### src/hdl/ctp_defines.svh
// Purpose: constants for the cascadable timer pair
// Assumes: 32-bit AXI4-Lite register bus, word aligned
// Notes: offsets are byte addresses
`ifndef CTP_DEFINES_SVH
`define CTP_DEFINES_SVH
// ----------------------------------------------------------------------
// register offsets
// ----------------------------------------------------------------------
`define CTP_OFF_LOW_CTRL 6'h00
`define CTP_OFF_HIGH_CTRL 6'h04
`define CTP_OFF_LOW_COUNT 6'h08
`define CTP_OFF_HIGH_COUNT 6'h0C
`define CTP_OFF_LOW_PERIOD 6'h10
`define CTP_OFF_HIGH_PERIOD 6'h14
// ----------------------------------------------------------------------
// control field positions
// ----------------------------------------------------------------------
`define CTP_BIT_RUN 15
`define CTP_BIT_IDLE 13
`define CTP_BIT_GATE 6
`define CTP_BIT_PS_HI 5
`define CTP_BIT_PS_LO 4
`define CTP_BIT_JOIN 3
`define CTP_BIT_CS 1
// ----------------------------------------------------------------------
// write masks, reset values and prescaler limits
// ----------------------------------------------------------------------
`define CTP_LOW_MASK 16'hA07A
`define CTP_HIGH_MASK 16'hA072
`define CTP_CTRL_RST 16'h0000
`define CTP_PERIOD_RST 16'hFFFF
`define CTP_PS_DIV8 8'h07
`define CTP_PS_DIV64 8'h3F
`define CTP_PS_DIV256 8'hFF
`endif

### src/hdl/ctp_pkg.sv
// Purpose: types for the cascadable timer pair
// Assumes: nothing
// Notes: none
package ctp_pkg;
   typedef enum logic [1:0] {
      CTP_PS_1, CTP_PS_8, CTP_PS_64, CTP_PS_256
   } ctp_prescale_t;
endpackage : ctp_pkg

### src/hdl/ctp_timer_pair.sv
// Purpose: pair of 16-bit timers, joinable into one 32-bit timer
// Assumes: AXI4-Lite slave, one access of each kind at a time
// Notes: external clock and gate pins are synchronised on entry
//
// The AXI4-Lite interface to the registers and the register offsets are this design's own decisions.
`timescale 1ns/100ps
`include "ctp_defines.svh"
module ctp_timer_pair
   import ctp_pkg::*;
(
   // clock and reset
   input wire logic i_clk,
   input wire logic i_rstn,
   // device state and pins
   input wire logic i_idle,
   input wire logic i_low_ext_clock_pin,
   input wire logic i_high_ext_clock_pin,
   input wire logic i_low_gate,
   input wire logic i_high_gate,
   // axi4-lite write address
   input wire logic [5:0] i_awaddr,
   input wire logic i_awvalid,
   output logic o_awready,
   // axi4-lite write data
   input wire logic [31:0] i_wdata,
   input wire logic [3:0] i_wstrb,
   input wire logic i_wvalid,
   output logic o_wready,
   // axi4-lite write response
   output logic [1:0] o_bresp,
   output logic o_bvalid,
   input wire logic i_bready,
   // axi4-lite read address
   input wire logic [5:0] i_araddr,
   input wire logic i_arvalid,
   output logic o_arready,
   // axi4-lite read data
   output logic [31:0] o_rdata,
   output logic [1:0] o_rresp,
   output logic o_rvalid,
   input wire logic i_rready,
   // timer events
   output logic o_low_flag,
   output logic o_high_flag
);
   // ----------------------------------------------------------------------
   // registers
   // ----------------------------------------------------------------------
   logic [15:0] ctrl_q [2];
   logic [15:0] count_q [2];
   logic [15:0] period_q [2];
   logic [7:0] ps_q [2];
   logic [1:0] gate_prev_q;
   logic [1:0] ext_prev_q;
   logic half_q;
   logic [1:0] low_sync_q, high_sync_q, lg_sync_q, hg_sync_q;
   logic [1:0] flag_q;
   // bus state
   logic aw_held_q, w_held_q;
   logic [5:0] awaddr_q;
   logic [31:0] wdata_q;
   logic [3:0] wstrb_q;
   logic do_write;
   logic [1:0] ctrl_wr;
   logic [1:0] count_wr;
   logic [1:0] period_wr;
   logic [15:0] wr_val;
   logic joined;
   // ----------------------------------------------------------------------
   // pin synchronisers
   // ----------------------------------------------------------------------
   always_ff @(posedge i_clk) begin
      if (!i_rstn) begin
         low_sync_q <= 2'h0;
         high_sync_q <= 2'h0;
         lg_sync_q <= 2'h0;
         hg_sync_q <= 2'h0;
      end else begin
         low_sync_q <= {low_sync_q[0], i_low_ext_clock_pin};
         high_sync_q <= {high_sync_q[0], i_high_ext_clock_pin};
         lg_sync_q <= {lg_sync_q[0], i_low_gate};
         hg_sync_q <= {hg_sync_q[0], i_high_gate};
      end
   end
   // internal clock runs at half the system rate
   always_ff @(posedge i_clk) begin
      if (!i_rstn) begin
         half_q <= 1'b0;
      end else begin
         half_q <= ~half_q;
      end
   end
   // ----------------------------------------------------------------------
   // axi4-lite write side
   // ----------------------------------------------------------------------
   assign o_awready = !aw_held_q && !o_bvalid;
   assign o_wready = !w_held_q && !o_bvalid;
   assign do_write = aw_held_q && w_held_q;
   assign o_bresp = 2'h0;
   always_ff @(posedge i_clk) begin
      if (!i_rstn) begin
         aw_held_q <= 1'b0;
         w_held_q <= 1'b0;
         awaddr_q <= 6'h00;
         wdata_q <= 32'h0000_0000;
         wstrb_q <= 4'h0;
         o_bvalid <= 1'b0;
      end else begin
         if (i_awvalid && o_awready) begin
            aw_held_q <= 1'b1;
            awaddr_q <= i_awaddr;
         end
         if (i_wvalid && o_wready) begin
            w_held_q <= 1'b1;
            wdata_q <= i_wdata;
            wstrb_q <= i_wstrb;
         end
         if (do_write) begin
            aw_held_q <= 1'b0;
            w_held_q <= 1'b0;
            o_bvalid <= 1'b1;
         end else if (o_bvalid && i_bready) begin
            o_bvalid <= 1'b0;
         end
      end
   end
   // byte lanes merged into the addressed 16-bit register
   always_comb begin
      logic [15:0] cur;
      cur = 16'h0000;
      unique case (awaddr_q)
         `CTP_OFF_LOW_CTRL: cur = ctrl_q[0];
         `CTP_OFF_HIGH_CTRL: cur = ctrl_q[1];
         `CTP_OFF_LOW_COUNT: cur = count_q[0];
         `CTP_OFF_HIGH_COUNT: cur = count_q[1];
         `CTP_OFF_LOW_PERIOD: cur = period_q[0];
         `CTP_OFF_HIGH_PERIOD: cur = period_q[1];
         default: cur = 16'h0000;
      endcase
      wr_val[7:0] = wstrb_q[0] ? wdata_q[7:0] : cur[7:0];
      wr_val[15:8] = wstrb_q[1] ? wdata_q[15:8] : cur[15:8];
   end
   assign ctrl_wr[0] = do_write && awaddr_q == `CTP_OFF_LOW_CTRL;
   assign ctrl_wr[1] = do_write && awaddr_q == `CTP_OFF_HIGH_CTRL;
   assign count_wr[0] = do_write && awaddr_q == `CTP_OFF_LOW_COUNT;
   assign count_wr[1] = do_write && awaddr_q == `CTP_OFF_HIGH_COUNT;
   assign period_wr[0] = do_write && awaddr_q == `CTP_OFF_LOW_PERIOD;
   assign period_wr[1] = do_write && awaddr_q == `CTP_OFF_HIGH_PERIOD;
   // ----------------------------------------------------------------------
   // control and period registers
   // ----------------------------------------------------------------------
   always_ff @(posedge i_clk) begin
      if (!i_rstn) begin
         ctrl_q[0] <= `CTP_CTRL_RST;
         ctrl_q[1] <= `CTP_CTRL_RST;
         period_q[0] <= `CTP_PERIOD_RST;
         period_q[1] <= `CTP_PERIOD_RST;
      end else begin
         if (ctrl_wr[0]) ctrl_q[0] <= wr_val & `CTP_LOW_MASK;
         if (ctrl_wr[1]) ctrl_q[1] <= wr_val & `CTP_HIGH_MASK;
         if (period_wr[0]) period_q[0] <= wr_val;
         if (period_wr[1]) period_q[1] <= wr_val;
      end
   end
   assign joined = ctrl_q[0][`CTP_BIT_JOIN];
   // ----------------------------------------------------------------------
   // per timer tick generation and counting
   // ----------------------------------------------------------------------
   logic [1:0] tick;
   logic [1:0] gate_fall;
   logic [1:0] match;
   logic [1:0] ext_lvl;
   logic [1:0] gate_lvl;
   logic carry_match;
   assign ext_lvl = {high_sync_q[1], low_sync_q[1]};
   assign gate_lvl = {hg_sync_q[1], lg_sync_q[1]};
   genvar g;
   generate
      for (g = 0; g < 2; g++) begin : g_tmr
         logic [15:0] cs; // effective control
         logic run, src_ext, gated, edge_in, ps_done;
         logic [7:0] ps_lim;
         ctp_prescale_t ps_sel;
         // joined pair follows the low control only
         assign cs = joined ? ctrl_q[0] : ctrl_q[g];
         assign run = cs[`CTP_BIT_RUN]
            && !(cs[`CTP_BIT_IDLE] && i_idle);
         assign src_ext = cs[`CTP_BIT_CS];
         assign gated = cs[`CTP_BIT_GATE] && !src_ext;
         assign ps_sel = ctp_prescale_t'(cs[`CTP_BIT_PS_HI:`CTP_BIT_PS_LO]);
         always_comb begin
            unique case (ps_sel)
               CTP_PS_1: ps_lim = 8'h00;
               CTP_PS_8: ps_lim = `CTP_PS_DIV8;
               CTP_PS_64: ps_lim = `CTP_PS_DIV64;
               CTP_PS_256: ps_lim = `CTP_PS_DIV256;
            endcase
         end
         // joined: both halves use the low timer's pin and gate
         assign edge_in = src_ext
            ? ((joined ? ext_lvl[0] : ext_lvl[g])
               && !(joined ? ext_prev_q[0] : ext_prev_q[g]))
            : (half_q && (!gated || (joined ? gate_lvl[0] : gate_lvl[g])));
         assign ps_done = edge_in && ps_q[g] == ps_lim;
         assign tick[g] = run && ps_done;
         assign gate_fall[g] = run && gated
            && !(joined ? gate_lvl[0] : gate_lvl[g])
            && (joined ? gate_prev_q[0] : gate_prev_q[g]);
         assign match[g] = count_q[g] == period_q[g];
         always_ff @(posedge i_clk) begin
            if (!i_rstn) begin
               ps_q[g] <= 8'h00;
            end else if ((ctrl_wr[g] || (g == 1 && joined && ctrl_wr[0]))
               && cs[`CTP_BIT_RUN]) begin
               ps_q[g] <= 8'h00;
            end else if (run && edge_in) begin
               ps_q[g] <= ps_done ? 8'h00 : ps_q[g] + 8'h01;
            end
         end
      end
   endgenerate
   always_ff @(posedge i_clk) begin
      if (!i_rstn) begin
         ext_prev_q <= 2'h0;
         gate_prev_q <= 2'h0;
      end else begin
         ext_prev_q <= ext_lvl;
         gate_prev_q <= gate_lvl;
      end
   end
   assign carry_match = match[0] && match[1];
   // ----------------------------------------------------------------------
   // counters
   // ----------------------------------------------------------------------
   always_ff @(posedge i_clk) begin
      if (!i_rstn) begin
         count_q[0] <= 16'h0000;
         count_q[1] <= 16'h0000;
      end else begin
         if (joined) begin
            // low tick drives the full 32-bit word
            if (tick[0]) begin
               if (carry_match) begin
                  count_q[0] <= 16'h0000;
                  count_q[1] <= 16'h0000;
               end else begin
                  count_q[0] <= count_q[0] + 16'h0001;
                  if (count_q[0] == 16'hFFFF) begin
                     count_q[1] <= count_q[1] + 16'h0001;
                  end
               end
            end
         end else begin
            for (int i = 0; i < 2; i++) begin
               if (tick[i]) begin
                  count_q[i] <= match[i] ? 16'h0000
                     : count_q[i] + 16'h0001;
               end
            end
         end
         // software writes win over counting
         if (count_wr[0]) count_q[0] <= wr_val;
         if (count_wr[1]) count_q[1] <= wr_val;
      end
   end
   // ----------------------------------------------------------------------
   // event pulses
   // ----------------------------------------------------------------------
   always_ff @(posedge i_clk) begin
      if (!i_rstn) begin
         flag_q <= 2'h0;
      end else if (joined) begin
         flag_q[0] <= 1'b0;
         flag_q[1] <= (tick[0] && carry_match) || gate_fall[0];
      end else begin
         flag_q[0] <= (tick[0] && match[0]) || gate_fall[0];
         flag_q[1] <= (tick[1] && match[1]) || gate_fall[1];
      end
   end
   assign o_low_flag = flag_q[0];
   assign o_high_flag = flag_q[1];
   // ----------------------------------------------------------------------
   // axi4-lite read side
   // ----------------------------------------------------------------------
   assign o_arready = !o_rvalid;
   always_ff @(posedge i_clk) begin
      if (!i_rstn) begin
         o_rvalid <= 1'b0;
         o_rdata <= 32'h0000_0000;
         o_rresp <= 2'h0;
      end else if (i_arvalid && o_arready) begin
         o_rvalid <= 1'b1;
         o_rresp <= 2'h0;
         unique case (i_araddr)
            `CTP_OFF_LOW_CTRL: o_rdata <= {16'h0000, ctrl_q[0]};
            `CTP_OFF_HIGH_CTRL: o_rdata <= {16'h0000, ctrl_q[1]};
            `CTP_OFF_LOW_COUNT: o_rdata <= {16'h0000, count_q[0]};
            `CTP_OFF_HIGH_COUNT: o_rdata <= {16'h0000, count_q[1]};
            `CTP_OFF_LOW_PERIOD: o_rdata <= {16'h0000, period_q[0]};
            `CTP_OFF_HIGH_PERIOD: o_rdata <= {16'h0000, period_q[1]};
            default: o_rdata <= 32'h0000_0000;
         endcase
      end else if (o_rvalid && i_rready) begin
         o_rvalid <= 1'b0;
      end
   end
endmodule : ctp_timer_pair

### config.mk
export PLATFORM = sky130hd
export DESIGN_NAME = ctp_timer_pair
export DESIGN_NICKNAME = d
export VERILOG_FILES = /design/src/hdl/ctp_pkg.sv /design/src/hdl/ctp_timer_pair.sv
export VERILOG_INCLUDE_DIRS = /design/src /design/src/hdl
export SDC_FILE = /design/constraint.sdc
export NUM_CORES = 1
export LEC_CHECK = 0
export BUFFER_PORTS_ARGS = -buffer_cell sky130_fd_sc_hd__clkbuf_2
export CAP_MARGIN = 5
export CELL_PAD_IN_SITES_DETAIL_PLACEMENT = 0
export CELL_PAD_IN_SITES_GLOBAL_PLACEMENT = 1
export CORE_MARGIN = 2
export CORE_UTILIZATION = 45
export DETAILED_ROUTE_END_ITERATION = 10
export PLACE_DENSITY = 0.78
export SKIP_CTS_REPAIR_TIMING = 1
export SLEW_MARGIN = 0
export SYNTH_ARGS = -nofsm -noshare
export SYNTH_HDL_FRONTEND = slang
export SYNTH_SLANG_ARGS = --single-unit
### constraint.sdc
create_clock -name i_clk -period 3.2 [get_ports i_clk]
set_input_delay 0.16 -clock i_clk [delete_from_list [all_inputs] [get_ports i_clk]]
set_output_delay 0.16 -clock i_clk [all_outputs]
set_load 0.02 [all_outputs]
==> impl_metrics.csv, run 1 <==
group,metric,value,unit
timing,clock_skew,9.699,ps
timing,finalMaxSlewViolations,0,
grt,antenna_found_initial,0,
timing,setup_tns,0,ps
clock_network,cts_max_level,4,
timing,tightest_slew,932.5,ps
hold_path,holdPathStages,3,
die,die-area,0.01909,mm^2
clock_network,cts_buffers,17,
setup_path,start_kind,"register",
die,core_area,0.01784,mm^2
die,io_pins,103,
clock_network,path_clk_slew,70,ps
final_layout,antenna_cells,0,
timing,hold_viol_final,5,
routing,final_antenna_net_count,0,
synthesis,yosysMostFrequentCell,"nand2_1",
synthesis,synth_commonest_cells,"nand2_1, edfxtp_1, nor2_1, dfxtp_1, xnor2_1",
timing,timing.final.crit_share,93.09,%
setup_path,reg2reg_slack,220,ps
setup_path,cp_data_required_time,3330,ps
synthesis,seq_area_frac_synth,49.06,%
setup_path,worstSetupPathType,"reg -> reg",
clock_network,clk_latency,430,ps
routing,via_per_inst,5.974,
flow_run,cap_viol_max_count,0,
final_layout,final_layout_size_suffix_gt1_share,16.58,%
die,rows,49,
final_layout,fin_area,0.009525,mm^2
run_status,status,"finished, violations left",
final_layout,num-fill-cells,1651,
synthesis,synthArstFlopShare,0,%
placement,placed_area,0.008731,mm^2
synthesis,mappedNetlistArea,0.008100,mm^2
placement,dp.cells,1107,
synthesis,ys_seq_elements,152,
grt,grt_overflow_total,0,
clock_network,clk_path_buf_depth,2,
placement,place_congestion,0.9213,
die,die_h,138.2,um
synthesis,syn_area_per_cell,9.771,um^2
placement,pre_cts_ws,335.9,ps
routing,firstDrtPassIters,8,
synthesis,synthTopCellsByArea,"edfxtp_1, dfxtp_1, xnor2_1",
final_layout,fin_cells,1164,
synthesis,synth_warnings,0,
synthesis,synth.top_cell.area_share,34.48,%
die,start_util,45.40,%
timing,fin_ws,221.0,ps
clock_network,root_buffer,"clkbuf_16",
power_and_ir_drop,power.density,489.0,mW/mm^2
synthesis,synth_edf_count,93,
setup_path,cp_max_fo,13,
timing,finalSetupViolCount,0,
placement,dp_hpwl,16.93,mm
power_and_ir_drop,total_power,0.004658,W
grt,grt_pass1_vias,6585,
timing,whs,-34.35,ps
grt,grt_max_degree,36,
timing,rsz0062_at_grt,"no",
synthesis,synth.largest_area_cell,"edfxtp_1",
setup_path,arrival,3110,ps
clock_network,cts.sinks,152,
grt,grt_util_all_layers,25.24,%
placement,port_buffers,64,
setup_path,regToRegEndpoint,"count_q[0][16]",
timing,fmax,335.7,MHz
final_layout,syn_to_final_growth,17.59,%
grt,grt_first_pass_wirelength,37.52,mm
final_layout,seq_area,0.003974,mm^2
hold_path,min_from,"i_wstrb[0]",
power_and_ir_drop,leakage,3.337,nW
die,fp.dieW,138.2,um
hold_path,min_path_type,"in -> reg",
clock_network,cts_tree,"yes",
power_and_ir_drop,ir_worst_vdd,0.0003604,V
setup_path,cp-end-kind,"register",
synthesis,yosysUniqueCellTypes,67,
routing,routed_wl,24.45,mm
synthesis,syn_inst,829,
routing,drtIter0Drc,903,
final_layout,multi_input_area,0.003759,mm^2
hold_path,min_to,"wstrb_q[0]",
timing,finalCriticalPeriod,2979,ps
setup_path,rr_worst_depth,7,
routing,route.vias.total,6954,
final_layout,final_nets,986,
run_status,violations,"hold timing",
synthesis,synth_ff_type,"edfxtp_1",
timing,slew_headroom,37.83,%
setup_path,r2r_start,"period_q[0][20]",
routing,wire_per_inst,21.00,um
routing,drc,0,
[metal layers]
metal	vias to the layer above	routed length [um]	GRT usage [%]
met3	60	2409	4.953
met4	0	774	9.882
met2	385	10830	38.30
li1	3236	-	-
met1	3273	10440	35.76
met5	-	0	0
[final cells by class]
cell class | count | share of cell area, %
flip-flops and latches | 152 | 41.72
multi-input cells | 603 | 39.46
repair buffers | 131 | 9.431
clock buffers | 17 | 4.466
well taps | 229 | 3.008
clock inverters | 15 | 1.248
inverters | 17 | 0.6699
[placed cells by master, fill, tap and decap left out, types with 5 or more instances in the layout]
cell and instances:
and2_1 17, o22ai_1 33, a222oi_1 17, a221oi_1 12
buf_4 41, dfxtp_1 59, a21oi_1 49, nor3_1 9
nor2_1 63, clkbuf_2 64, nor2b_1 6, nand2b_1 5
nand4_1 16, o21ai_0 9, dlygate4sd3_1 25, conb_1 20
xnor2_1 50, clkbuf_16 17, inv_6 5, o21ai_1 7
a22oi_1 33, a31oi_1 8, nand3_1 31, inv_1 16
or3_1 5, xor2_1 22, nand2_1 102, and3_1 13
edfxtp_1 93, mux2i_1 8
[registers in the layout, summed over array words and instances (netlist names), 2 cells and up]
name / cells
high_sync_q: 2
count_q: 32
period_q: 32
wstrb_q: 2
low_sync_q: 2
gate_prev_q: 2
ext_prev_q: 2
lg_sync_q: 2
ctrl_q: 13
flag_q: 2
hg_sync_q: 2
ps_q: 16
wdata_q: 16
awaddr_q: 6
o_rdata: 16
[critical path, stage by stage, from the launching register on]
cell	delay, ps
edfxtp_1	440
xnor2_1	360
nand4_1	200
nor4_2	410
buf_4	200
a2111oi_2	100
a22oi_2	770
o22ai_1	200
[cell families after synthesis]
kind of cell,Yosys count,share of synthesized area [%]
muxes,8,0.9886
and+or+nand+nor,298,18.41
DFF,152,49.06
AOI/OAI and AO/OA,201,17.61
adders and majority gates,4,0.6179
other,1,0.04629
buffers and inverters,93,5.483
xor gates and xnor gates,72,7.785
[stage by stage]
| stage | hold WS, ps | utilization, % |
|---|---|---|
| finish | -34.35 | 53.39 |
| global route | 1.461 | 53.39 |
| CTS | -90.78 | 51.99 |
| detailed placement | 355.8 | 48.94 |
| global placement | 354.6 | 48.94 |
| floorplan | 260.1 | - |
[where the power goes]
part / leakage, nW / switching (W) / total [W] / internal [W]
clock: 0.261 / 0.000862 / 0.00187 / 0.00101
sequential: 1.33 / 0.0000909 / 0.00224 / 0.00215
combinational: 1.74 / 0.000345 / 0.000549 / 0.000204
[worst max path at each step]
stage	end	startpoint	depth (start not counted)
2_1_floorplan	count_q[0][16]	count_q[0][18]	7
3_3_place_gp	count_q[0][29]	period_q[0][20]	7
3_5_place_dp	count_q[0][17]	awaddr_q[4]	6
4_1_cts	count_q[0][17]	awaddr_q[4]	6
5_1_grt	count_q[0][16]	awaddr_q[4]	6
6_report	count_q[0][16]	period_q[0][20]	7
Power figures use the tool's default switching activity.
==> inputs of run 2 (changes only) <==
- BUFFER_PORTS_ARGS: -buffer_cell sky130_fd_sc_hd__clkbuf_2 -> -buffer_cell sky130_fd_sc_hd__buf_2
==> impl_metrics.csv, run 2 (synthesized netlist as in run 1, its figures left out) <==
group,metric,value,unit
run_status,status,"finished, violations left",
run_status,violations,"hold timing",
clock_network,root_buffer,"clkbuf_16",
die,die-area,0.01909,mm^2
final_layout,layout_commonest_cell,"nand2_1",
clock_network,cts_max_level,4,
power_and_ir_drop,ir_worst_vdd,0.0004507,V
timing,timing.final.crit_share,90.18,%
routing,final_antenna_net_count,0,
timing,hold_viol_final,11,
timing,finalSetupViolCount,0,
clock_network,cts.sinks,152,
final_layout,num-fill-cells,1618,
routing,routed_wl,24.92,mm
final_layout,seq_area,0.003974,mm^2
grt,grt_pass1_vias,6781,
grt,grt_util_all_layers,26.01,%
final_layout,final_layout_size_suffix_gt1_share,16.88,%
die,core_area,0.01784,mm^2
hold_path,min_path_type,"in -> reg",
timing,fmax,346.5,MHz
routing,route.vias.total,7003,
grt,antenna_found_initial,0,
setup_path,cp_max_fo,13,
power_and_ir_drop,leakage,3.339,nW
timing,fin_ws,314.3,ps
clock_network,path_clk_slew,60,ps
placement,dp_hpwl,17.18,mm
routing,drtIter0Drc,930,
hold_path,holdPathStages,3,
setup_path,rr_worst_depth,7,
clock_network,cts_tree,"yes",
clock_network,cts_buffers,17,
grt,grt_overflow_total,0,
setup_path,cp-end-kind,"register",
timing,setup_tns,0,ps
final_layout,antenna_cells,0,
timing,slew_headroom,39.70,%
routing,via_per_inst,6.042,
power_and_ir_drop,power.density,492.9,mW/mm^2
die,die_h,138.2,um
setup_path,arrival,3010,ps
clock_network,clk_path_buf_depth,2,
timing,finalCriticalPeriod,2886,ps
setup_path,start_kind,"register",
flow_run,cap_viol_max_count,0,
die,io_pins,103,
final_layout,reg.largest.list,"count_q x32, period_q x32",
final_layout,multi_input_area,0.003759,mm^2
grt,grt_first_pass_wirelength,38.58,mm
timing,whs,-30.61,ps
final_layout,syn_to_final_growth,17.10,%
placement,pre_cts_ws,379.4,ps
setup_path,cp_data_required_time,3320,ps
die,rows,49,
final_layout,final_nets,981,
die,fp.dieW,138.2,um
routing,firstDrtPassIters,6,
timing,rsz0062_at_grt,"no",
routing,wire_per_inst,21.50,um
grt,grt_max_degree,20,
routing,drc,0,
final_layout,final_cell_mix,"nand2_1, edfxtp_1, buf_2, nor2_1, dfxtp_1",
clock_network,clk_latency,430,ps
timing,finalMaxSlewViolations,0,
timing,clock_skew,9.855,ps
placement,port_buffers,64,
die,start_util,45.40,%
timing,tightest_slew,902.3,ps
placement,place_congestion,0.9062,
setup_path,worstSetupPathType,"reg -> reg",
-- run 2: area by class of cell --
type | instances | area share [%]
sequential | 152 | 41.89
multi-input combinational | 603 | 39.63
timing repair buffer | 126 | 8.891
clock buffer | 20 | 4.933
tap | 229 | 3.021
clock inverter | 12 | 0.9629
inverter | 17 | 0.6727
-- run 2: critical path: stages (launching register included) --
cell       delay (ps)
edfxtp_1          450
xnor2_1           300
nand4_1           180
nor4_2            410
buf_4             200
a2111oi_2          90
a22oi_2           720
o22ai_1           220
-- run 2: per-layer routing --
metal  GRT usage, %  wire, um  part of all wire, %
met2          39.13     11070                   44
met1          36.28     10260                   41
met3          5.473      2716                   11
met5              0         0                    0
met4          11.71       876                  3.5
-- run 2: report_power, final --
| part | total, W | internal, W | switching [W] |
|---|---|---|---|
| combinational | 0.000547 | 0.000201 | 0.000347 |
| sequential | 0.00224 | 0.00215 | 0.0000898 |
| clock | 0.00189 | 0.00106 | 0.000824 |
| total | 0.00468 | 0.00342 | 0.00126 |
-- run 2: per-stage QoR --
| stage | cells | utilization, % | hold slack (ps) | area (um^2) | total power (W) |
|---|---|---|---|---|---|
| finish | 1159 | 53.17 | -30.61 | 9485 | 0.004675 |
| global route | 1159 | 53.17 | 0.02390 | 9485 | 0.004829 |
| CTS | 1141 | 52.16 | -86.46 | 9305 | 0.004671 |
| detailed placement | 1109 | 49.02 | 357.2 | 8746 | 0.002801 |
| global placement | 1109 | 49.02 | 352.4 | 8746 | 0.002795 |
| floorplan | 848 | - | 260.1 | 8172 | 0.002611 |
-- run 2: final timing paths --
kind / from / to / slack (ps)
max: period_q[0][20] / count_q[0][23] / 310
min: i_awaddr[1] / awaddr_q[1] / -30
max reg2reg: period_q[0][20] / count_q[0][23] / 310
min reg2reg: low_sync_q[0] / low_sync_q[1] / 430
==> inputs of run 3 (changes only) <==
- CAP_MARGIN: 5 -> 20
- CORE_UTILIZATION: 45 -> 31
- PLACE_DENSITY: 0.78 -> 0.57
==> impl_metrics.csv, run 3 (synthesized netlist as in run 1, its figures left out) <==
group,metric,value,unit
die,die_h,165.6,um
setup_path,crit_chain,"or3b_2 -> o2111a_1 -> o211ai_1 -> o32ai_2 -> a22oi_2 -> o22ai_1",
die,rows,59,
grt,grt_pass1_vias,6709,
clock_network,root_buffer,"clkbuf_16",
hold_path,min_path_type,"in -> reg",
timing,setup_tns,0,ps
grt,antenna_found_initial,0,
die,die-area,0.02744,mm^2
timing,hold_viol_final,3,
final_layout,final_layout_size_suffix_gt1_share,18.09,%
timing,finalCriticalPeriod,2958,ps
grt,grt_overflow_total,0,
run_status,violations,"hold timing",
setup_path,slowest_delay,810,ps
power_and_ir_drop,p_sw_share,28.20,%
routing,final_antenna_net_count,0,
final_layout,num-fill-cells,2647,
grt,grt_first_pass_wirelength,42.46,mm
clock_network,path_clk_slew,70,ps
setup_path,slowest_stage,"a22oi_2",
setup_path,cp-end-kind,"register",
power_and_ir_drop,leakage,3.447,nW
timing,finalMaxSlewViolations,0,
timing,finalSetupViolCount,0,
setup_path,start_kind,"register",
flow_run,cap_viol_max_count,0,
timing,tightest_slew,979.5,ps
grt,grt_max_degree,36,
final_layout,antenna_cells,0,
routing,wire_per_inst,21.65,um
routing,via_per_inst,5.417,
run_status,status,"finished, violations left",
setup_path,worstSetupPathType,"reg -> reg",
die,start_util,31.35,%
power_and_ir_drop,ir_worst_vdd,0.0002726,V
routing,route.vias.total,6966,
final_layout,postLayoutCoreUtil,38.09,%
setup_path,cp_data_required_time,3330,ps
placement,port_buffers,64,
placement,place_congestion,0.8626,
final_layout,final_cell_mix,"nand2_1, edfxtp_1, buf_2, nor2_1, dfxtp_1",
setup_path,arrival,3090,ps
timing,rsz0062_at_grt,"no",
timing,clock_skew,11.73,ps
setup_path,cp_top_family,"compound AO/OA/AOI/OAI gates",
power_and_ir_drop,power.density,492.4,mW/mm^2
power_and_ir_drop,power_frac_comb,12.1,%
timing,whs,-28.49,ps
final_layout,layout_commonest_cell,"nand2_1",
clock_network,cts_buffers,17,
final_layout,final_nets,1002,
clock_network,cts.sinks,152,
timing,slew_headroom,34.70,%
final_layout,fin_area,0.009842,mm^2
die,core_area,0.02584,mm^2
final_layout,reg.largest.list,"count_q x32, period_q x32",
clock_network,cts_tree,"yes",
final_layout,syn_to_final_growth,21.50,%
setup_path,cp_max_fo,13,
die,fp.dieW,165.6,um
routing,routed_wl,27.84,mm
routing,drc,0,
timing,timing.final.crit_share,92.45,%
setup_path,worstPathBufferInverterCount,0,
clock_network,clk_path_buf_depth,2,
power_and_ir_drop,p_int,0.003479,W
routing,drtIter0Drc,763,
clock_network,cts_max_level,4,
power_and_ir_drop,clkPwrFrac,41.8,%
timing,fmax,338.0,MHz
routing,firstDrtPassIters,7,
die,io_pins,103,
power_and_ir_drop,switching_power,0.001367,W
placement,dp_hpwl,19.33,mm
clock_network,clk_latency,430,ps
placement,placed_area,0.008991,mm^2
grt,grt_util_all_layers,20.33,%
power_and_ir_drop,power.share.sequential,46.1,%
==> run 3: changes by cell type in the layout (fill, tap and decap cells not counted), sizes merged <==
| cell | change |
|---|---|
| clkinv | -2 |
| inv | +2 |
| dlygate4sd3 | +9 |
| bufinv | +1 |
| clkbuf | -2 |
| clkinvlp | +1 |
| buf | +12 |
==> run 3: stage by stage <==
stage / setup WS [ps] / instances / power [W]
4_1_cts: 275.4 / 1259 / 0.004866
3_3_place_gp: 312.6 / 1227 / 0.002836
6_report: 241.7 / 1286 / 0.004846
5_1_grt: 107.7 / 1286 / 0.005027
2_1_floorplan: 458.3 / 848 / 0.002611
3_5_place_dp: 316.5 / 1227 / 0.002837
==> run 3: tightest hold or removal path, delay by kind of cell <==
| family | cells | cell delay [ps] |
|---|---|---|
| AOI/OAI and AO/OA | 1 | 50 |
| buffers and inverters | 1 | 100 |
| and+or+nand+nor | 1 | 50 |
==> run 3: area by class of cell <==
type	count	area (um^2)	share of cell area, %
flip-flops and latches	152	3974	40.38
clock inverters	14	141.4	1.437
clock buffers	18	439.2	4.462
inverters	17	63.81	0.6484
repair buffers	147	1036	10.53
multi-input cells	603	3769	38.29
well taps	335	419.2	4.259
==> run 3: routing by layer <==
| metal | vias up | routed length, um | track usage, % |
|---|---|---|---|
| li1 | 3263 | - | - |
| met3 | 48 | 1817 | 3.751 |
| met4 | 0 | 650 | 7.183 |
| met1 | 3337 | 12660 | 28.20 |
| met2 | 318 | 12720 | 31.86 |
| met5 | - | 0 | 0 |
==> run 3: worst paths after layout <==
kind,from,to,slack (ps),cells past startpoint
worst max-delay path,ctrl_q[0][0],count_q[0][24],240,6
worst min-delay path,i_wdata[7],wdata_q[7],-30,3
worst max register to register,ctrl_q[0][0],count_q[0][24],240,6
worst min register to register,lg_sync_q[0],lg_sync_q[1],430,1
==> run 3: power by group through the flow <==
stage	Clock, W	Combinational, W	Sequential, W
after floorplan	0	0.000367	0.00224
after global placement	0	0.000559	0.00228
after detailed placement	0	0.000560	0.00228
after CTS	0.00207	0.000562	0.00223
after global routing	0.00214	0.000640	0.00225
final	0.00202	0.000587	0.00224
